$ cat config.mk
export PLATFORM = sky130hd
export DESIGN_NAME = txc_top
export DESIGN_NICKNAME = d
export VERILOG_FILES = /design/src/pkg/txc_pkg.sv /design/src/pkg/txc_reg_if.sv /design/src/txc_top.sv /design/src/txc_clkdiv.sv /design/src/txc_i2c_slave.sv
export SDC_FILE = /design/constraint.sdc
export NUM_CORES = 1
export LEC_CHECK = 0
export BUFFER_PORTS_ARGS = -buffer_cell sky130_fd_sc_hd__buf_2
export CORE_ASPECT_RATIO = 0.6
export CORE_MARGIN = 2
export CORE_UTILIZATION = 55
export CTS_CLUSTER_DIAMETER = 80
export DETAILED_ROUTE_END_ITERATION = 6
export GPL_ROUTABILITY_DRIVEN = 0
export HOLD_SLACK_MARGIN = 0.15
export PLACE_DENSITY = 0.79
export SLEW_MARGIN = 20
export SYNTH_ARGS = -nofsm -noshare
export SYNTH_HDL_FRONTEND = slang
export SYNTH_HIERARCHICAL = 1
export SYNTH_SLANG_ARGS = --single-unit
$ cat constraint.sdc
create_clock -name clk -period 2.3 [get_ports clk]
set_clock_uncertainty 0.2 [all_clocks]
set_input_delay 0.345 -clock clk [delete_from_list [all_inputs] [get_ports clk]]
set_output_delay 0.345 -clock clk [all_outputs]
set_load 0.01 [all_outputs]
$ cat src/pkg/txc_pkg.sv
package txc_pkg;

	// register map, 8-bit registers on the two-wire bus
	localparam int REG_W = 8;
	localparam logic [7:0] OFF_MOD_CFG = 8'h00;
	localparam logic [7:0] OFF_PA_CFG = 8'h06;
	localparam logic [7:0] OFF_CAR_A = 8'h0B;
	localparam logic [7:0] OFF_CAR_B = 8'h0C;
	localparam logic [7:0] OFF_CAR_C = 8'h0D;
	localparam logic [7:0] OFF_DEV_CFG = 8'h0E;

	// field positions
	localparam int MOD_SEL_BIT = 0;
	localparam int LVL_MSB = 2;
	localparam int LVL_LSB = 0;
	localparam int DEV_MSB = 6;
	localparam int DEV_LSB = 0;
	localparam int GAUSS_BIT = 7;

	// modulation select encoding
	localparam logic MOD_ASK = 1'b0;
	localparam logic MOD_FSK = 1'b1;

	// reset values
	localparam logic [7:0] RST_MOD_CFG = 8'h00;
	localparam logic [7:0] RST_PA_CFG = 8'h00;
	localparam logic [7:0] RST_CAR = 8'h00;
	localparam logic [7:0] RST_DEV_CFG = 8'h00;
	localparam logic [7:0] RST_UNMAPPED = 8'h00;

	// carrier word is 24 bits; deviation lsb is 8 carrier lsbs (65536 / 8192)
	localparam int CAR_W = 24;
	localparam int DEV_W = 7;
	localparam int DEV_SHIFT = 3;

	// select pin levels: ground, open, supply
	localparam int LVL_W = 2;
	localparam logic [1:0] PIN_GND = 2'h0;
	localparam logic [1:0] PIN_OPEN = 2'h1;
	localparam logic [1:0] PIN_VDD = 2'h2;
	localparam logic [3:0] PIN_LEVELS = 4'h3;
	localparam logic [3:0] PRESET_HOST = 4'h0;

	// two-wire device address, value is arbitrary
	localparam logic [6:0] DEV_ADDR = 7'h2A;

	// preset clock output timing
	localparam int SYS_CLK_HZ = 100_000_000;
	localparam int CLK_OUT_HZ = 800_000;
	localparam int CLK_DIV_W = 8;
	localparam int CLK_OUT_PERIOD_INT = SYS_CLK_HZ / CLK_OUT_HZ;
	localparam logic [7:0] CLK_OUT_PERIOD_CYC = 8'(CLK_OUT_PERIOD_INT);

endpackage

$ cat src/pkg/txc_reg_if.sv
`timescale 1ns/1ps
interface txc_reg_if;
	logic wr_en;
	logic [7:0] waddr;
	logic [7:0] wdata;
	logic [7:0] raddr;
	logic [7:0] rdata;

	// bus side issues writes and read addresses
	modport ctrl (
		output wr_en,
		output waddr,
		output wdata,
		output raddr,
		input rdata
	);

	// register bank side
	modport bank (
		input wr_en,
		input waddr,
		input wdata,
		input raddr,
		output rdata
	);
endinterface

$ cat src/txc_top.sv
`timescale 1ns/1ps
module txc_top #(
	parameter logic [6:0] DEV_ADDR = txc_pkg::DEV_ADDR,
	parameter logic [7:0] CLK_PERIOD_CYC = txc_pkg::CLK_OUT_PERIOD_CYC
) (
	// clock and reset
	input wire logic clk,
	input wire logic rst,
	// preset select straps: ground, open or supply
	input wire logic [txc_pkg::LVL_W-1:0] preset_select_low,
	input wire logic [txc_pkg::LVL_W-1:0] preset_select_high,
	// data pin: transmit data in preset mode, serial data in host mode
	input wire logic transmit_data_pin_in,
	output logic transmit_data_pin_out,
	output logic transmit_data_pin_oe_n,
	// clock pin: clock out in preset mode, serial clock in host mode
	input wire logic clock_output_pin_in,
	output logic clock_output_pin_out,
	output logic clock_output_pin_oe_n,
	// operating mode seen at the straps
	output logic host_mode,
	output logic [3:0] preset_index,
	output logic strap_fault,
	// modulator controls
	output logic modulation_select_bit,
	output logic [txc_pkg::CAR_W-1:0] tx_carrier_frequency_word_word,
	output logic [2:0] amplifier_level_field,
	output logic gauss_shaping,
	output logic amp_keyed_on,
	output logic tx_data_bit
);
	import txc_pkg::*;

	typedef struct packed {
		logic strap_done;
		logic host;
		logic fault;
		logic [3:0] preset_idx;
		logic [REG_W-1:0] mod_cfg;
		logic [REG_W-1:0] pa_cfg;
		logic [REG_W-1:0] car_a;
		logic [REG_W-1:0] car_b;
		logic [REG_W-1:0] car_c;
		logic [REG_W-1:0] dev_cfg;
		logic fsk;
		logic [CAR_W-1:0] carrier_frequency_word;
		logic [2:0] level;
		logic gauss;
		logic amp_on;
		logic data_bit;
		logic clk_out;
		logic clk_oe_n;
		logic sda_oe_n;
	} txc_top_s;

	localparam txc_top_s ST_RST = '{
		strap_done: 1'b0,
		host: 1'b0,
		fault: 1'b0,
		preset_idx: 4'h0,
		mod_cfg: RST_MOD_CFG,
		pa_cfg: RST_PA_CFG,
		car_a: RST_CAR,
		car_b: RST_CAR,
		car_c: RST_CAR,
		dev_cfg: RST_DEV_CFG,
		fsk: 1'b0,
		carrier_frequency_word: '0,
		level: 3'h0,
		gauss: 1'b0,
		amp_on: 1'b0,
		data_bit: 1'b0,
		clk_out: 1'b0,
		clk_oe_n: 1'b1,
		sda_oe_n: 1'b1
	};

	txc_top_s st_ff;
	txc_top_s nxt_st;

	txc_reg_if rif ();

	logic scl_seen;
	logic sda_seen;
	logic sda_pull;
	logic div_clk;
	logic [CAR_W-1:0] carrier;
	logic [CAR_W-1:0] dev_offset;
	logic [3:0] idx_lo;
	logic [3:0] idx_hi;

	// an undefined pin level counts as supply so the index stays in range
	function automatic logic [3:0] pin_rank(input logic [1:0] lvl);
		logic [3:0] r;
		r = {2'h0, lvl};
		if (r > PIN_LEVELS - 4'h1) begin
			r = PIN_LEVELS - 4'h1;
		end
		return r;
	endfunction

	assign idx_lo = pin_rank(preset_select_low);
	assign idx_hi = pin_rank(preset_select_high);

	// bus lines only reach the bus logic in host mode; idle high otherwise
	assign scl_seen = st_ff.host ? clock_output_pin_in : 1'b1;
	assign sda_seen = st_ff.host ? transmit_data_pin_in : 1'b1;

	txc_i2c_slave #(
		.ADDR(DEV_ADDR)
	) u_bus (
		.clk(clk),
		.rst(rst),
		.scl(scl_seen),
		.sda(sda_seen),
		.sda_pull(sda_pull),
		.rif(rif.ctrl)
	);

	// the preset clock only runs once the straps chose preset mode
	txc_clkdiv #(
		.PERIOD_CYC(CLK_PERIOD_CYC)
	) u_div (
		.clk(clk),
		.rst(rst),
		.en(st_ff.strap_done && !st_ff.host),
		.clk_div(div_clk)
	);

	// read path: unmapped offsets answer with zero
	always_comb begin
		case (rif.raddr)
			OFF_MOD_CFG: rif.rdata = st_ff.mod_cfg;
			OFF_PA_CFG: rif.rdata = st_ff.pa_cfg;
			OFF_CAR_A: rif.rdata = st_ff.car_a;
			OFF_CAR_B: rif.rdata = st_ff.car_b;
			OFF_CAR_C: rif.rdata = st_ff.car_c;
			OFF_DEV_CFG: rif.rdata = st_ff.dev_cfg;
			default: rif.rdata = RST_UNMAPPED;
		endcase
	end

	// carrier word, high byte first; host supplies it already rounded
	assign carrier = {st_ff.car_a, st_ff.car_b, st_ff.car_c};
	// deviation steps are eight carrier steps apart
	assign dev_offset = {{(CAR_W - DEV_W - DEV_SHIFT){1'b0}},
		st_ff.dev_cfg[DEV_MSB:DEV_LSB], {DEV_SHIFT{1'b0}}};

	always_comb begin
		nxt_st = st_ff;

		// straps are caught once, the cycle after reset releases
		if (!st_ff.strap_done) begin
			nxt_st.strap_done = 1'b1;
			nxt_st.host = (preset_select_low == PIN_GND) &&
				(preset_select_high == PIN_GND);
			nxt_st.preset_idx = 4'(idx_hi * PIN_LEVELS + idx_lo);
			// a high data pin at power-up may misconfigure preset parts
			nxt_st.fault = !nxt_st.host && transmit_data_pin_in;
		end

		// register writes only exist in host mode; every register is a byte
		if (rif.wr_en && st_ff.host) begin
			case (rif.waddr)
				OFF_MOD_CFG: nxt_st.mod_cfg = rif.wdata;
				OFF_PA_CFG: nxt_st.pa_cfg = rif.wdata;
				OFF_CAR_A: nxt_st.car_a = rif.wdata;
				OFF_CAR_B: nxt_st.car_b = rif.wdata;
				OFF_CAR_C: nxt_st.car_c = rif.wdata;
				OFF_DEV_CFG: nxt_st.dev_cfg = rif.wdata;
				default: begin
				end
			endcase
		end

		// modulator controls follow the registers
		nxt_st.fsk = st_ff.mod_cfg[MOD_SEL_BIT];
		// level code 0..7 maps power level 1..8, about 2.5 dB per step
		nxt_st.level = st_ff.pa_cfg[LVL_MSB:LVL_LSB];
		nxt_st.gauss = st_ff.dev_cfg[GAUSS_BIT];

		// data only comes from the pin in preset mode
		nxt_st.data_bit = st_ff.strap_done && !st_ff.host && transmit_data_pin_in;

		// fsk steers frequency with data; ask keys the amplifier instead
		if (st_ff.fsk == MOD_FSK) begin
			nxt_st.carrier_frequency_word = st_ff.data_bit ? carrier + dev_offset : carrier;
			nxt_st.amp_on = 1'b1;
		end else begin
			nxt_st.carrier_frequency_word = carrier;
			nxt_st.amp_on = st_ff.data_bit;
		end

		// clock pin: driven in preset mode, released as an input in host mode
		nxt_st.clk_out = div_clk;
		nxt_st.clk_oe_n = !(st_ff.strap_done && !st_ff.host);

		// data pin: open drain, pulled low only for ack and read zeros
		nxt_st.sda_oe_n = !(st_ff.host && sda_pull);
	end

	always_ff @(posedge clk) begin
		if (rst) begin
			st_ff <= ST_RST;
		end else begin
			st_ff <= nxt_st;
		end
	end

	// all outputs but the data pin output, tied low, straight from the state register
	assign transmit_data_pin_out = 1'b0;
	assign transmit_data_pin_oe_n = st_ff.sda_oe_n;
	assign clock_output_pin_out = st_ff.clk_out;
	assign clock_output_pin_oe_n = st_ff.clk_oe_n;
	assign host_mode = st_ff.host;
	assign preset_index = st_ff.preset_idx;
	assign strap_fault = st_ff.fault;
	assign modulation_select_bit = st_ff.fsk;
	assign tx_carrier_frequency_word_word = st_ff.carrier_frequency_word;
	assign amplifier_level_field = st_ff.level;
	assign gauss_shaping = st_ff.gauss;
	assign amp_keyed_on = st_ff.amp_on;
	assign tx_data_bit = st_ff.data_bit;
endmodule // txc_top

$ cat src/txc_clkdiv.sv
`timescale 1ns/1ps
module txc_clkdiv #(
	parameter logic [7:0] PERIOD_CYC = txc_pkg::CLK_OUT_PERIOD_CYC
) (
	// clock and reset
	input wire logic clk,
	input wire logic rst,
	// control
	input wire logic en,
	// divided clock
	output logic clk_div
);
	import txc_pkg::*;

	if (PERIOD_CYC < 8'h02) begin : g_chk
		$error("txc_clkdiv: period must be at least two cycles");
	end

	typedef struct packed {
		logic [7:0] cnt;
		logic out;
	} txc_div_s;

	txc_div_s st_ff;
	txc_div_s nxt_st;

	// high for the first half period, low for the rest; odd periods run high one short
	always_comb begin
		nxt_st = st_ff;
		if (!en) begin
			nxt_st.cnt = 8'h00;
			nxt_st.out = 1'b0;
		end else begin
			if (st_ff.cnt == PERIOD_CYC - 8'h01) begin
				nxt_st.cnt = 8'h00;
			end else begin
				nxt_st.cnt = st_ff.cnt + 8'h01;
			end
			nxt_st.out = (nxt_st.cnt < (PERIOD_CYC >> 1));
		end
	end

	always_ff @(posedge clk) begin
		if (rst) begin
			st_ff <= '0;
		end else begin
			st_ff <= nxt_st;
		end
	end

	assign clk_div = st_ff.out;
endmodule // txc_clkdiv

$ cat src/txc_i2c_slave.sv
`timescale 1ns/1ps
module txc_i2c_slave #(
	parameter logic [6:0] ADDR = txc_pkg::DEV_ADDR
) (
	// clock and reset
	input wire logic clk,
	input wire logic rst,
	// bus lines as seen by the device
	input wire logic scl,
	input wire logic sda,
	output logic sda_pull,
	// register access
	txc_reg_if.ctrl rif
);
	import txc_pkg::*;

	if (ADDR[6:3] == 4'h0 || ADDR[6:3] == 4'hF) begin : g_chk
		$error("txc_i2c_slave: address lies in a reserved group");
	end

	typedef enum logic [2:0] {S_IDLE, S_ADDR, S_WR, S_ACK, S_RD, S_RACK} txc_i2c_e;

	typedef struct packed {
		txc_i2c_e state;
		logic scl_q;
		logic sda_q;
		logic [3:0] cnt;
		logic [7:0] sh;
		logic [7:0] ptr;
		logic first;
		logic rw;
		logic pull;
		logic wr_en;
		logic [7:0] waddr;
		logic [7:0] wdata;
	} txc_i2c_s;

	txc_i2c_s st_ff;
	txc_i2c_s nxt_st;
	logic rise;
	logic fall;
	logic start;
	logic stop;

	// line events from the previous sample of each line
	assign rise = scl & ~st_ff.scl_q;
	assign fall = ~scl & st_ff.scl_q;
	assign start = st_ff.scl_q & scl & st_ff.sda_q & ~sda;
	assign stop = st_ff.scl_q & scl & ~st_ff.sda_q & sda;

	// bits are taken on scl rise, driven after scl fall
	always_comb begin
		nxt_st = st_ff;
		nxt_st.scl_q = scl;
		nxt_st.sda_q = sda;
		nxt_st.wr_en = 1'b0;
		if (start) begin
			nxt_st.state = S_ADDR;
			nxt_st.cnt = 4'h0;
			nxt_st.pull = 1'b0;
			nxt_st.first = 1'b1;
		end else if (stop) begin
			nxt_st.state = S_IDLE;
			nxt_st.pull = 1'b0;
		end else begin
			case (st_ff.state)
				S_IDLE: begin
					nxt_st.pull = 1'b0;
				end
				S_ADDR, S_WR: begin
					if (rise && st_ff.cnt != 4'h8) begin
						nxt_st.sh = {st_ff.sh[6:0], sda};
						nxt_st.cnt = st_ff.cnt + 4'h1;
					end
					if (fall && st_ff.cnt == 4'h8) begin
						if (st_ff.state == S_ADDR) begin
							// a foreign address leaves the bus alone until next start
							if (st_ff.sh[7:1] == ADDR) begin
								nxt_st.pull = 1'b1;
								nxt_st.rw = st_ff.sh[0];
								nxt_st.state = S_ACK;
							end else begin
								nxt_st.state = S_IDLE;
							end
						end else begin
							nxt_st.pull = 1'b1;
							nxt_st.state = S_ACK;
							if (st_ff.first) begin
								nxt_st.ptr = st_ff.sh;
								nxt_st.first = 1'b0;
							end else begin
								nxt_st.wr_en = 1'b1;
								nxt_st.waddr = st_ff.ptr;
								nxt_st.wdata = st_ff.sh;
								nxt_st.ptr = st_ff.ptr + 8'h01;
							end
						end
					end
				end
				S_ACK: begin
					if (fall) begin
						nxt_st.cnt = 4'h0;
						if (st_ff.rw) begin
							nxt_st.sh = rif.rdata;
							nxt_st.pull = ~rif.rdata[7];
							nxt_st.state = S_RD;
						end else begin
							nxt_st.pull = 1'b0;
							nxt_st.state = S_WR;
						end
					end
				end
				S_RD: begin
					if (rise) begin
						nxt_st.cnt = st_ff.cnt + 4'h1;
					end
					if (fall) begin
						if (st_ff.cnt == 4'h8) begin
							nxt_st.pull = 1'b0;
							nxt_st.ptr = st_ff.ptr + 8'h01;
							nxt_st.state = S_RACK;
						end else begin
							nxt_st.sh = {st_ff.sh[6:0], 1'b0};
							nxt_st.pull = ~st_ff.sh[6];
						end
					end
				end
				S_RACK: begin
					// a not-acknowledge ends the read
					if (rise && sda) begin
						nxt_st.state = S_IDLE;
					end else if (fall) begin
						nxt_st.cnt = 4'h0;
						nxt_st.sh = rif.rdata;
						nxt_st.pull = ~rif.rdata[7];
						nxt_st.state = S_RD;
					end
				end
				default: begin
					nxt_st.state = S_IDLE;
					nxt_st.pull = 1'b0;
				end
			endcase
		end
	end

	always_ff @(posedge clk) begin
		if (rst) begin
			st_ff <= '{state: S_IDLE, scl_q: 1'b1, sda_q: 1'b1, default: '0};
		end else begin
			st_ff <= nxt_st;
		end
	end

	assign sda_pull = st_ff.pull;
	assign rif.wr_en = st_ff.wr_en;
	assign rif.waddr = st_ff.waddr;
	assign rif.wdata = st_ff.wdata;
	assign rif.raddr = st_ff.ptr;
endmodule // txc_i2c_slave

==> results.py, run 1 <==
metrics = {
    "die": {
        "num_io_pins": 49,
        "start_util_pct": 57.2,
        "core_area_um2": 13000,
        "die_area_um2": 14500,
        "die_h_um": 94.1,
        "rows": 32,
        "die_x_um": 154,
    },
    "status": {
        "status": "complete, no violations",
    },
    "worst_setup_path": {
        "crit_end": "tx_carrier_frequency_word_word[23]$_SDFF_PP0_",
        "critPathRequiredTime_ps": 2450,
        "cp_max_fo": 7,
        "r2r_slack_ps": 50,
        "reg2reg_depth": 9,
        "endpoint_kind": "flip-flop",
        "crit_path_max_incr_delay_ps": 390,
        "crit_buf_inv": 2,
        "worstPathCellList": "ha_2 > inv_1 > fa_2 > nand2b_4 > a21oi_4 > buf_6 > o211ai_4 > or3_4 > a21oi_2",
        "path_class": "flip-flop to flip-flop",
        "cp.depth": 9,
        "slowest_stage": "or3_4",
        "r2r-end": "tx_carrier_frequency_word_word[23]$_SDFF_PP0_",
        "crit_start": "dev_offset[3]$_SDFFE_PP0P_",
        "crit_family": "simple AND/OR/NAND/NOR gates",
        "critPathArrivalTime_ps": 2400,
        "worstSetupStartpointType": "flip-flop",
        "reg2reg_from": "dev_offset[3]$_SDFFE_PP0P_",
    },
    "timing": {
        "relSlewSlack_pct": 54.7,
        "final.min_clock_period_ps": 2250,
        "fin_setup_tns_ps": 0,
        "finalHoldViolations": 0,
        "grt_setup_unrepaired": "yes",
        "worst_pin_slew_ps": 677,
        "slew_violations": 0,
        "finalCritPeriodShare_pct": 97.7,
        "fmax_ghz": 0.445,
        "setup_viol": 0,
    },
    "synthesis": {
        "synth_cells": 871,
        "synth_edf_count": 0,
        "ys_warn_count": 6,
        "synth_cell_types": 79,
        "syn_area_um2": 7440,
        "synth.area.top_cells": "dfxtp_1 38%, mux2i_1 8.6%, buf_4 6.1%",
        "yosysTopAreaCell": "dfxtp_1",
        "synth_top_area_share_pct": 38.5,
        "synth_nets": 896,
        "synth_ff_type": "dfxtp_1",
        "avgSynthCellArea_um2": 8.55,
        "synth_commonest_cells": "143 x dfxtp_1, 108 x nand2_1, 95 x nor2_1, 64 x mux2i_1, 60 x buf_4",
        "synth-seq-cells": 143,
        "synthMostInstantiatedCell": "dfxtp_1",
        "async_flop_share_pct": 0,
        "seq_area_frac_synth_pct": 38.5,
    },
    "place": {
        "io_buffers": 47,
        "dpl.hpwl_um": 13200,
    },
    "clock_tree": {
        "cts_sinks": 143,
        "clk_latency_ps": 420,
        "cts_buffers": 17,
        "root_buffer": "clkbuf_16",
        "path_clk_slew_ps": 60,
        "htree_levels": 4,
        "cts_tree": "yes",
        "clockBufferDepth": 2,
    },
    "global_route": {
        "antenna_found_initial": 0,
        "grt_pass1_wl_um": 31500,
        "grt_overflow_total": 0,
        "track_usage_pct": 27.5,
        "grt_pass1_vias": 5964,
        "grt_max_degree": 39,
    },
    "run": {
        "maxCapViolations": 0,
    },
    "pwr": {
        "finalPower_w": 0.00569,
        "cellPowerDensity_nw_per_um2": 667,
        "p_leak_nw": 3.44,
        "ir_drop_v": 0.000611,
    },
    "routing": {
        "dr_wl_met3_um": 2160,
        "finalWirelength_um": 19400,
        "top_layer": "met4",
        "dr_wl_met2_um": 7760,
        "vias": 6421,
        "ant_nets": 0,
        "routed_via_density": 5.95,
        "firstDrtPassIters": 6,
        "first_iter_violations": 707,
        "wl_met1_um": 9120,
        "wire_per_inst_um": 17.9,
        "drc_errors": 0,
    },
    "cells_and_area": {
        "n_antenna_cell": 0,
        "areaGrowthSynthToFinish_pct": 14.6,
        "drive_above_1_share_pct": 20.8,
        "fin_util_pct": 65.5,
        "nNetsFinal": 925,
    },
    "min_path": {
        "hp-class": "input pin to flip-flop",
    },
}
==> layout make-up <==
| class | count | area (µm²) |
|---|---|---|
| inverter | 20 | 75.1 |
| clock inverter | 11 | 190 |
| timing repair buffer | 109 | 757 |
| sequential | 143 | 2870 |
| tap | 170 | 213 |
| multi-input combinational | 609 | 3990 |
| fill | 999 | 4480 |
| clock buffer | 18 | 439 |
==> flip-flops by register name (all words and copies together) (netlist names), 4 cells and up <==
register	cells
carrier	24
dev_offset	7
nxt_st	5
preset_index	4
st_ff	13
tx_carrier_frequency_word_word	24
u_bus/rif.raddr	8
u_bus/rif.waddr	8
u_bus/rif.wdata	8
u_bus/st_ff	19
u_div/st_ff	8
==> metrics by stage <==
stage	instances	hold slack, ps	area, µm²	setup slack [ps]
after floorplan	871	183	7440	2.81
after global placement	1044	225	7720	36.0
after detailed placement	1044	230	7720	-58.1
after CTS	1078	174	8420	19.9
after global routing	1080	218	8530	-19.5
final	1080	172	8530	53.0
==> report_power, final <==
| part | switching, W | internal, W | total (W) |
|---|---|---|---|
| clock network | 0.00105 | 0.00193 | 0.00298 |
| logic | 0.000112 | 0.0000758 | 0.000188 |
| registers | 0.0000182 | 0.00250 | 0.00251 |
==> cell usage in the layout (no fill, tap or decap), drive strengths merged, types with 4 or more instances in the layout <==
cell | netlist | routed
dfxtp | 143 | 143
nand2 | 109 | 109
buf | 76 | 104
nor2 | 96 | 96
mux2i | 64 | 64
a21oi | 53 | 53
o21ai | 29 | 29
nor2b | 28 | 28
nand3 | 25 | 25
inv | 20 | 21
xor2 | 18 | 18
clkbuf | 23 | 18
ha | 15 | 15
nor3 | 15 | 15
nand2b | 13 | 13
a22oi | 10 | 10
a211oi | 9 | 9
a22o | 8 | 8
and3 | 8 | 8
and2 | 8 | 8
nand4 | 8 | 8
mux2 | 7 | 7
or3 | 7 | 7
or2 | 6 | 6
bufinv | 0 | 5
dlygate4sd3 | 0 | 5
o211ai | 5 | 5
a221oi | 5 | 5
a31oi | 4 | 4
clkinv | 0 | 4
nor3b | 4 | 4
==> layer usage <==
metal	GRT usage, %	vias to the layer above
met5	0	-
met4	8.57	0
met3	7.47	42
met2	37.7	380
met1	41.0	2985
li1	-	3014
==> worst min-delay path, cell delays in order <==
cell	delay, ps
buf_2	110
fa_1	160
mux2i_1	60
nor2_1	70
==> kinds of logic after synthesis <==
group	Yosys count	share of synthesized area [%]
buffers and inverters	119	9.46
multiplexers	71	9.67
adder cells (fa/ha/maj)	18	3.21
other	1	0.0504
flip-flops	143	38.5
XOR/XNOR	21	2.47
AND/OR/NAND/NOR	348	23.2
AO/OA/AOI/OAI	150	13.5
==> what timing repair did <==
item                                    CTS  global route
endpoints found under the setup margin    5            21
endpoints found under the hold margin    13             0
pin swaps                                 0             5
hold buffers                              5             0
resized for setup                         6            24
cloned                                    0             0
buffers inserted                          0             2
==> worst min path at each step <==
stage,start,end,slack (ps),depth (start not counted)
global placement,u_bus/sda_pull$_SDFFE_PP0P_,transmit_data_pin_oe_n$_SDFF_PP1_,220,1
floorplan,u_bus/sda_pull$_SDFFE_PP0P_,transmit_data_pin_oe_n$_SDFF_PP1_,180,1
global route,transmit_data_pin_in,u_bus/st_ff[40]$_SDFF_PP1_,220,3
CTS,preset_select_high[1],preset_index[3]$_SDFFE_PP0N_,170,4
finish,preset_select_high[1],preset_index[3]$_SDFFE_PP0N_,170,4
detailed placement,u_bus/sda_pull$_SDFFE_PP0P_,transmit_data_pin_oe_n$_SDFF_PP1_,230,1
Power figures use the tool's default switching activity.
==> run 2: changes to the inputs <==
Settings changed: CORE_UTILIZATION 55 to 60, PLACE_DENSITY 0.79 to 0.82, SYNTH_HIERARCHICAL 1 to not set.
Clock period 2.3 ns to 2.9 ns, I/O delays scaled along.
==> run 2 against run 1 <==
  * Hold slack better by 18 ps
  * Total power is 24% lower
  * Design area is 8.2% lower
  * Critical path depth is 1 lower
  * Synthesized area is 5.3% lower
  * First-iteration DRC count is 3.7% higher
  * Final cell count is 7.8% lower
  * Fmax is 17% lower
  * Via count is 2.4% lower
  * Clock-buffer cell count is 2 higher
  * Clock power is 25% lower
  * Setup slack better by 130 ps
==> results.py, run 2 <==
metrics = {
    "routing": {
        "vias": 6268,
        "finalWirelength_um": 19400,
        "drc_errors": 0,
        "firstDrtPassIters": 7,
        "ant_nets": 0,
        "first_iter_violations": 733,
        "wire_per_inst_um": 19.5,
        "routed_via_density": 6.29,
    },
    "synthesis": {
        "seq_area_frac_synth_pct": 40.6,
        "yosysTopAreaCell": "dfxtp_1",
        "synthMostInstantiatedCell": "dfxtp_1",
        "synth-seq-cells": 143,
        "synth_edf_count": 0,
        "synth_cell_types": 72,
        "synth_top_area_share_pct": 40.6,
        "synth_commonest_cells": "143 x dfxtp_1, 104 x nor2_1, 91 x nand2_1, 55 x a21oi_1, 55 x mux2i_1",
        "synth_cells": 815,
        "synth_nets": 843,
        "synth.area.top_cells": "dfxtp_1 41%, mux2i_1 7.8%, nor2_1 5.5%",
        "async_flop_share_pct": 0,
        "syn_area_um2": 7050,
        "synth_ff_type": "dfxtp_1",
        "avgSynthCellArea_um2": 8.65,
        "ys_warn_count": 0,
    },
    "status": {
        "status": "complete, no violations",
    },
    "cells_and_area": {
        "seqCellArea_um2": 2860,
        "drive_above_1_share_pct": 13.8,
        "nNetsFinal": 853,
        "layout_commonest_cell": "dfxtp_1",
        "fill_cells": 854,
        "design_area_um2": 7830,
        "areaGrowthSynthToFinish_pct": 11.1,
        "layout_common_cells": "143 x dfxtp_1, 104 x nor2_1, 91 x nand2_1, 55 x a21oi_1, 55 x mux2i_1",
        "multi_input_area_um2": 3680,
        "n_antenna_cell": 0,
    },
    "die": {
        "start_util_pct": 62.0,
        "die_area_um2": 12700,
        "die_x_um": 144,
        "core_area_um2": 11400,
        "die_h_um": 88.0,
        "num_io_pins": 49,
        "rows": 30,
    },
    "place": {
        "dpl.hpwl_um": 13500,
        "place_area_um2": 7220,
        "io_buffers": 47,
    },
    "timing": {
        "finalHoldViolations": 0,
        "setup_viol": 0,
        "finalCritPeriodShare_pct": 93.7,
        "grt_setup_unrepaired": "no",
        "fin_setup_tns_ps": 0,
        "worst_pin_slew_ps": 893,
        "final.min_clock_period_ps": 2720,
        "slew_violations": 0,
        "fmax_ghz": 0.368,
        "relSlewSlack_pct": 39.9,
    },
    "clock_tree": {
        "htree_levels": 4,
        "clk_latency_ps": 430,
        "cts_tree": "yes",
        "root_buffer": "clkbuf_16",
        "cts_buffers": 17,
        "path_clk_slew_ps": 60,
        "cts_sinks": 143,
        "clockBufferDepth": 2,
    },
    "min_path": {
        "hp-class": "input pin to flip-flop",
    },
    "pwr": {
        "cellPowerDensity_nw_per_um2": 555,
        "p_leak_nw": 3.10,
        "ir_drop_v": 0.000480,
    },
    "worst_setup_path": {
        "worstSetupStartpointType": "flip-flop",
        "endpoint_kind": "flip-flop",
        "critPathArrivalTime_ps": 2820,
        "path_class": "flip-flop to flip-flop",
        "cp_max_fo": 7,
        "critPathRequiredTime_ps": 3000,
    },
    "global_route": {
        "grt_max_degree": 91,
        "antenna_found_initial": 0,
        "grt_pass1_wl_um": 30700,
        "grt_pass1_vias": 5941,
        "track_usage_pct": 31.8,
        "grt_overflow_total": 0,
    },
    "run": {
        "maxCapViolations": 0,
    },
}
run 2: changes by cell type after synthesis, moves of 5 or more:
cell,before,now
nand2_1,108,91
nand2b_1,13,8
buf_4,60,34
or2_2,6,1
clkbuf_1,23,29
xnor2_1,3,13
xor2_1,18,4
nor2_1,95,104
nand3b_1,3,9
nor2b_1,28,17
a22o_1,8,1
mux2_1,6,0
mux2i_1,64,55
run 2: cell families (layout without fill, tap and decap cells):
family	after synthesis	count (layout)	synth area share [%]
buf+inv	95	116	7.17
other cells	1	1	0.0532
fa+ha+maj	20	20	3.76
flops	143	143	40.6
simple gates	331	331	24.3
compound gates	152	152	14.0
xor+xnor	17	17	2.11
mux	56	56	7.97
run 2: worst paths after layout:
kind | cells past startpoint | startpoint | slack [ps] | to
hold / removal | 2 | rst | 190 | carrier[11]$_SDFFE_PP0P_
setup / recovery | 8 | carrier[3]$_SDFFE_PP0P_ | 180 | tx_carrier_frequency_word_word[17]$_SDFF_PP0_
setup reg to reg | 8 | carrier[3]$_SDFFE_PP0P_ | 180 | tx_carrier_frequency_word_word[17]$_SDFF_PP0_
hold reg to reg | 1 | u_bus.sda_pull$_SDFFE_PP0P_ | 230 | transmit_data_pin_oe_n$_SDFF_PP1_
run 2: per-layer routing:
layer  global-route usage, %  vias to the layer above  part of all wire, %
met1                    43.7                     2978                   43
met3                    12.1                       49                   13
met4                    10.8                        0                  1.9
li1                        -                     2843                    -
met2                    46.0                      398                   42
met5                       0                        -                    0
run 2: cell type report:
class | instances | area share [%]
repair buffers | 69 | 5.34
clock buffers | 20 | 5.96
well taps | 160 | 2.56
clock inverters | 10 | 1.76
inverters | 17 | 0.815
flip-flops and latches | 143 | 36.6
multi-input cells | 577 | 47.0
run 2: worst max-delay path, cell delays in order (launching register included):
cell       delay [ps]
dfxtp_1           360
ha_1              260
fa_1              400
a21oi_1           180
o21bai_1          170
a2111oi_4         620
nor3_1            120
xnor2_1           220
nor2_1             70
run 2: power breakdown:
part / switching (W) / internal, W
Sequential: 0.0000123 / 0.00198
Combinational: 0.0000742 / 0.0000386
Clock: 0.000835 / 0.00141
run 2: through the flow:
stage / total power, W / util (%) / hold WS, ps / std cells / setup slack, ps
2_1_floorplan: 0.00211 / - / 181 / 815 / 556
3_3_place_gp: 0.00214 / 63.5 / 194 / 965 / 414
3_5_place_dp: 0.00214 / 63.5 / 230 / 965 / 251
4_1_cts: 0.00435 / 68.9 / 187 / 996 / 223
5_1_grt: 0.00445 / 68.9 / 196 / 996 / 61.6
6_report: 0.00435 / 68.9 / 190 / 996 / 182
run 2: what timing repair did:
item | in CTS | in global routing
resized for setup | 0 | 0
hold buffers | 1 | 0
setup buffers | 0 | 0
endpoints found under the hold margin | 2 | 0
==> run 3: changes to the inputs <==
Settings changed: CELL_PAD_IN_SITES_DETAIL_PLACEMENT set to 1, CELL_PAD_IN_SITES_GLOBAL_PLACEMENT set to 1, CORE_UTILIZATION 60 to 50, PLACE_DENSITY 0.82 to 0.88, SLEW_MARGIN 20 to not set.
==> run 3 against run 2 <==
  * Register-to-register slack worse by 20 ps
  * Setup slack worse by 18 ps
  * Fmax down 0.65%
  * Sequential power about the same
  * Critical path depth unchanged
  * Clock power up 6%
  * Total power up 3.0%
  * Combinational power about the same
  * First-iteration DRC count down 18%
  * Wire length up 19%
  * Largest power group unchanged
  * Sequential cell count unchanged
==> results.py, run 3 (synthesis results as in run 2) <==
metrics = {
    "global_route": {
        "antenna_found_initial": 1,
        "grt_max_degree": 46,
        "track_usage_pct": 31.8,
        "grt_overflow_total": 0,
        "grt_pass1_wl_um": 36100,
        "grt_pass1_vias": 6452,
    },
    "die": {
        "die_h_um": 96.0,
        "num_io_pins": 49,
        "die_area_um2": 15100,
        "die_x_um": 157,
        "start_util_pct": 51.4,
        "rows": 33,
        "core_area_um2": 13700,
    },
    "clock_tree": {
        "clk_latency_ps": 430,
        "cts.repair.resized": 0,
        "cts_tree": "yes",
        "cts_buffers": 17,
        "cts_sinks": 143,
        "clockBufferDepth": 2,
        "root_buffer": "clkbuf_16",
        "htree_levels": 4,
        "path_clk_slew_ps": 70,
    },
    "status": {
        "status": "complete, no violations",
    },
    "cells_and_area": {
        "nNetsFinal": 855,
        "finalNonFillerCells": 1032,
        "fill_cells": 1616,
        "seqCellArea_um2": 2860,
        "drive_above_1_share_pct": 14.2,
        "layout_commonest_cell": "dfxtp_1",
        "layout_common_cells": "143 x dfxtp_1, 104 x nor2_1, 91 x nand2_1, 55 x a21oi_1, 55 x mux2i_1",
        "n_antenna_cell": 0,
        "areaGrowthSynthToFinish_pct": 12.0,
        "multi_input_area_um2": 3680,
    },
    "timing": {
        "relSlewSlack_pct": 40.2,
        "slew_violations": 0,
        "grt_setup_unrepaired": "no",
        "timing.hold.ws_ps": 232,
        "setup_viol": 0,
        "worst_pin_slew_ps": 889,
        "finalHoldViolations": 0,
        "fmax_ghz": 0.365,
        "fin_setup_tns_ps": 0,
        "finalCritPeriodShare_pct": 94.4,
        "final.min_clock_period_ps": 2740,
    },
    "worst_setup_path": {
        "r2r_slack_ps": 160,
        "path_class": "flip-flop to flip-flop",
        "worstSetupStartpointType": "flip-flop",
        "cp_max_fo": 7,
        "critPathArrivalTime_ps": 2840,
        "endpoint_kind": "flip-flop",
        "critPathRequiredTime_ps": 3000,
        "reg2reg_depth": 8,
    },
    "pwr": {
        "cellPowerDensity_nw_per_um2": 567,
        "ir_drop_v": 0.000334,
        "p_leak_nw": 3.12,
        "finalPower_w": 0.00448,
    },
    "run": {
        "maxCapViolations": 0,
    },
    "routing": {
        "drc_errors": 0,
        "firstDrtPassIters": 5,
        "wire_per_inst_um": 22.4,
        "vias": 6395,
        "first_iter_violations": 598,
        "ant_nets": 0,
        "finalWirelength_um": 23100,
        "routed_via_density": 6.20,
    },
    "place": {
        "dp.cells": 999,
        "io_buffers": 47,
        "dpl.hpwl_um": 15900,
    },
    "min_path": {
        "hp-class": "flip-flop to flip-flop",
        "hold_depth": 1,
    },
}
==> run 3: routing by layer <==
layer  GRT usage (%)  share of wire, %  up-vias
met5               0             0.056        -
met4            12.0               2.2        2
met3            11.2                11       55
met2            49.2                43      332
met1            41.1                43     3156
li1                -                 -     2850
==> run 3: what timing repair did <==
action	4_1_cts	5_1_grt
buffers inserted	0	0
hold buffers	1	0
setup endpoints to repair	0	3
hold endpoints to repair	3	0
==> run 3: power by group <==
group / total (W) / switching, W / internal [W]
logic: 0.000116 / 0.0000799 / 0.0000362
registers: 0.00199 / 0.0000116 / 0.00198
clock network: 0.00237 / 0.000952 / 0.00142
==> run 3: through the flow <==
step                cell area (µm²)  setup WS [ps]  util (%)
finish                         7900            164      57.6
global route                   7900           12.6      57.6
CTS                            7900            112      57.6
detailed placement             7260            198      53.0
global placement               7260            339      53.0
floorplan                      7050            556         -
==> run 3: area by class of cell <==
class,instances,share of cell area [%]
clock buffers,19,5.73
well taps,192,3.04
clock inverters,13,2.23
repair buffers,71,5.32
inverters,17,0.808
multi-input cells,577,46.6
flip-flops and latches,143,36.2
==> run 3: critical path: stages, from the launching register on <==
cell	delay [ps]
dfxtp_1	360
ha_1	250
fa_1	420
a21oi_1	190
o21bai_1	180
a2111oi_4	590
nor4bb_1	140
xnor2_1	180
nor2_1	80
==> run 3: final timing paths <==
check                                                                endpoint                         from
worst max-delay path            tx_carrier_frequency_word_word[15]$_SDFF_PP0_      carrier[3]$_SDFFE_PP0P_
worst min-delay path                        transmit_data_pin_oe_n$_SDFF_PP1_  u_bus.sda_pull$_SDFFE_PP0P_
worst max register to register  tx_carrier_frequency_word_word[15]$_SDFF_PP0_      carrier[3]$_SDFFE_PP0P_
worst min register to register              transmit_data_pin_oe_n$_SDFF_PP1_  u_bus.sda_pull$_SDFFE_PP0P_
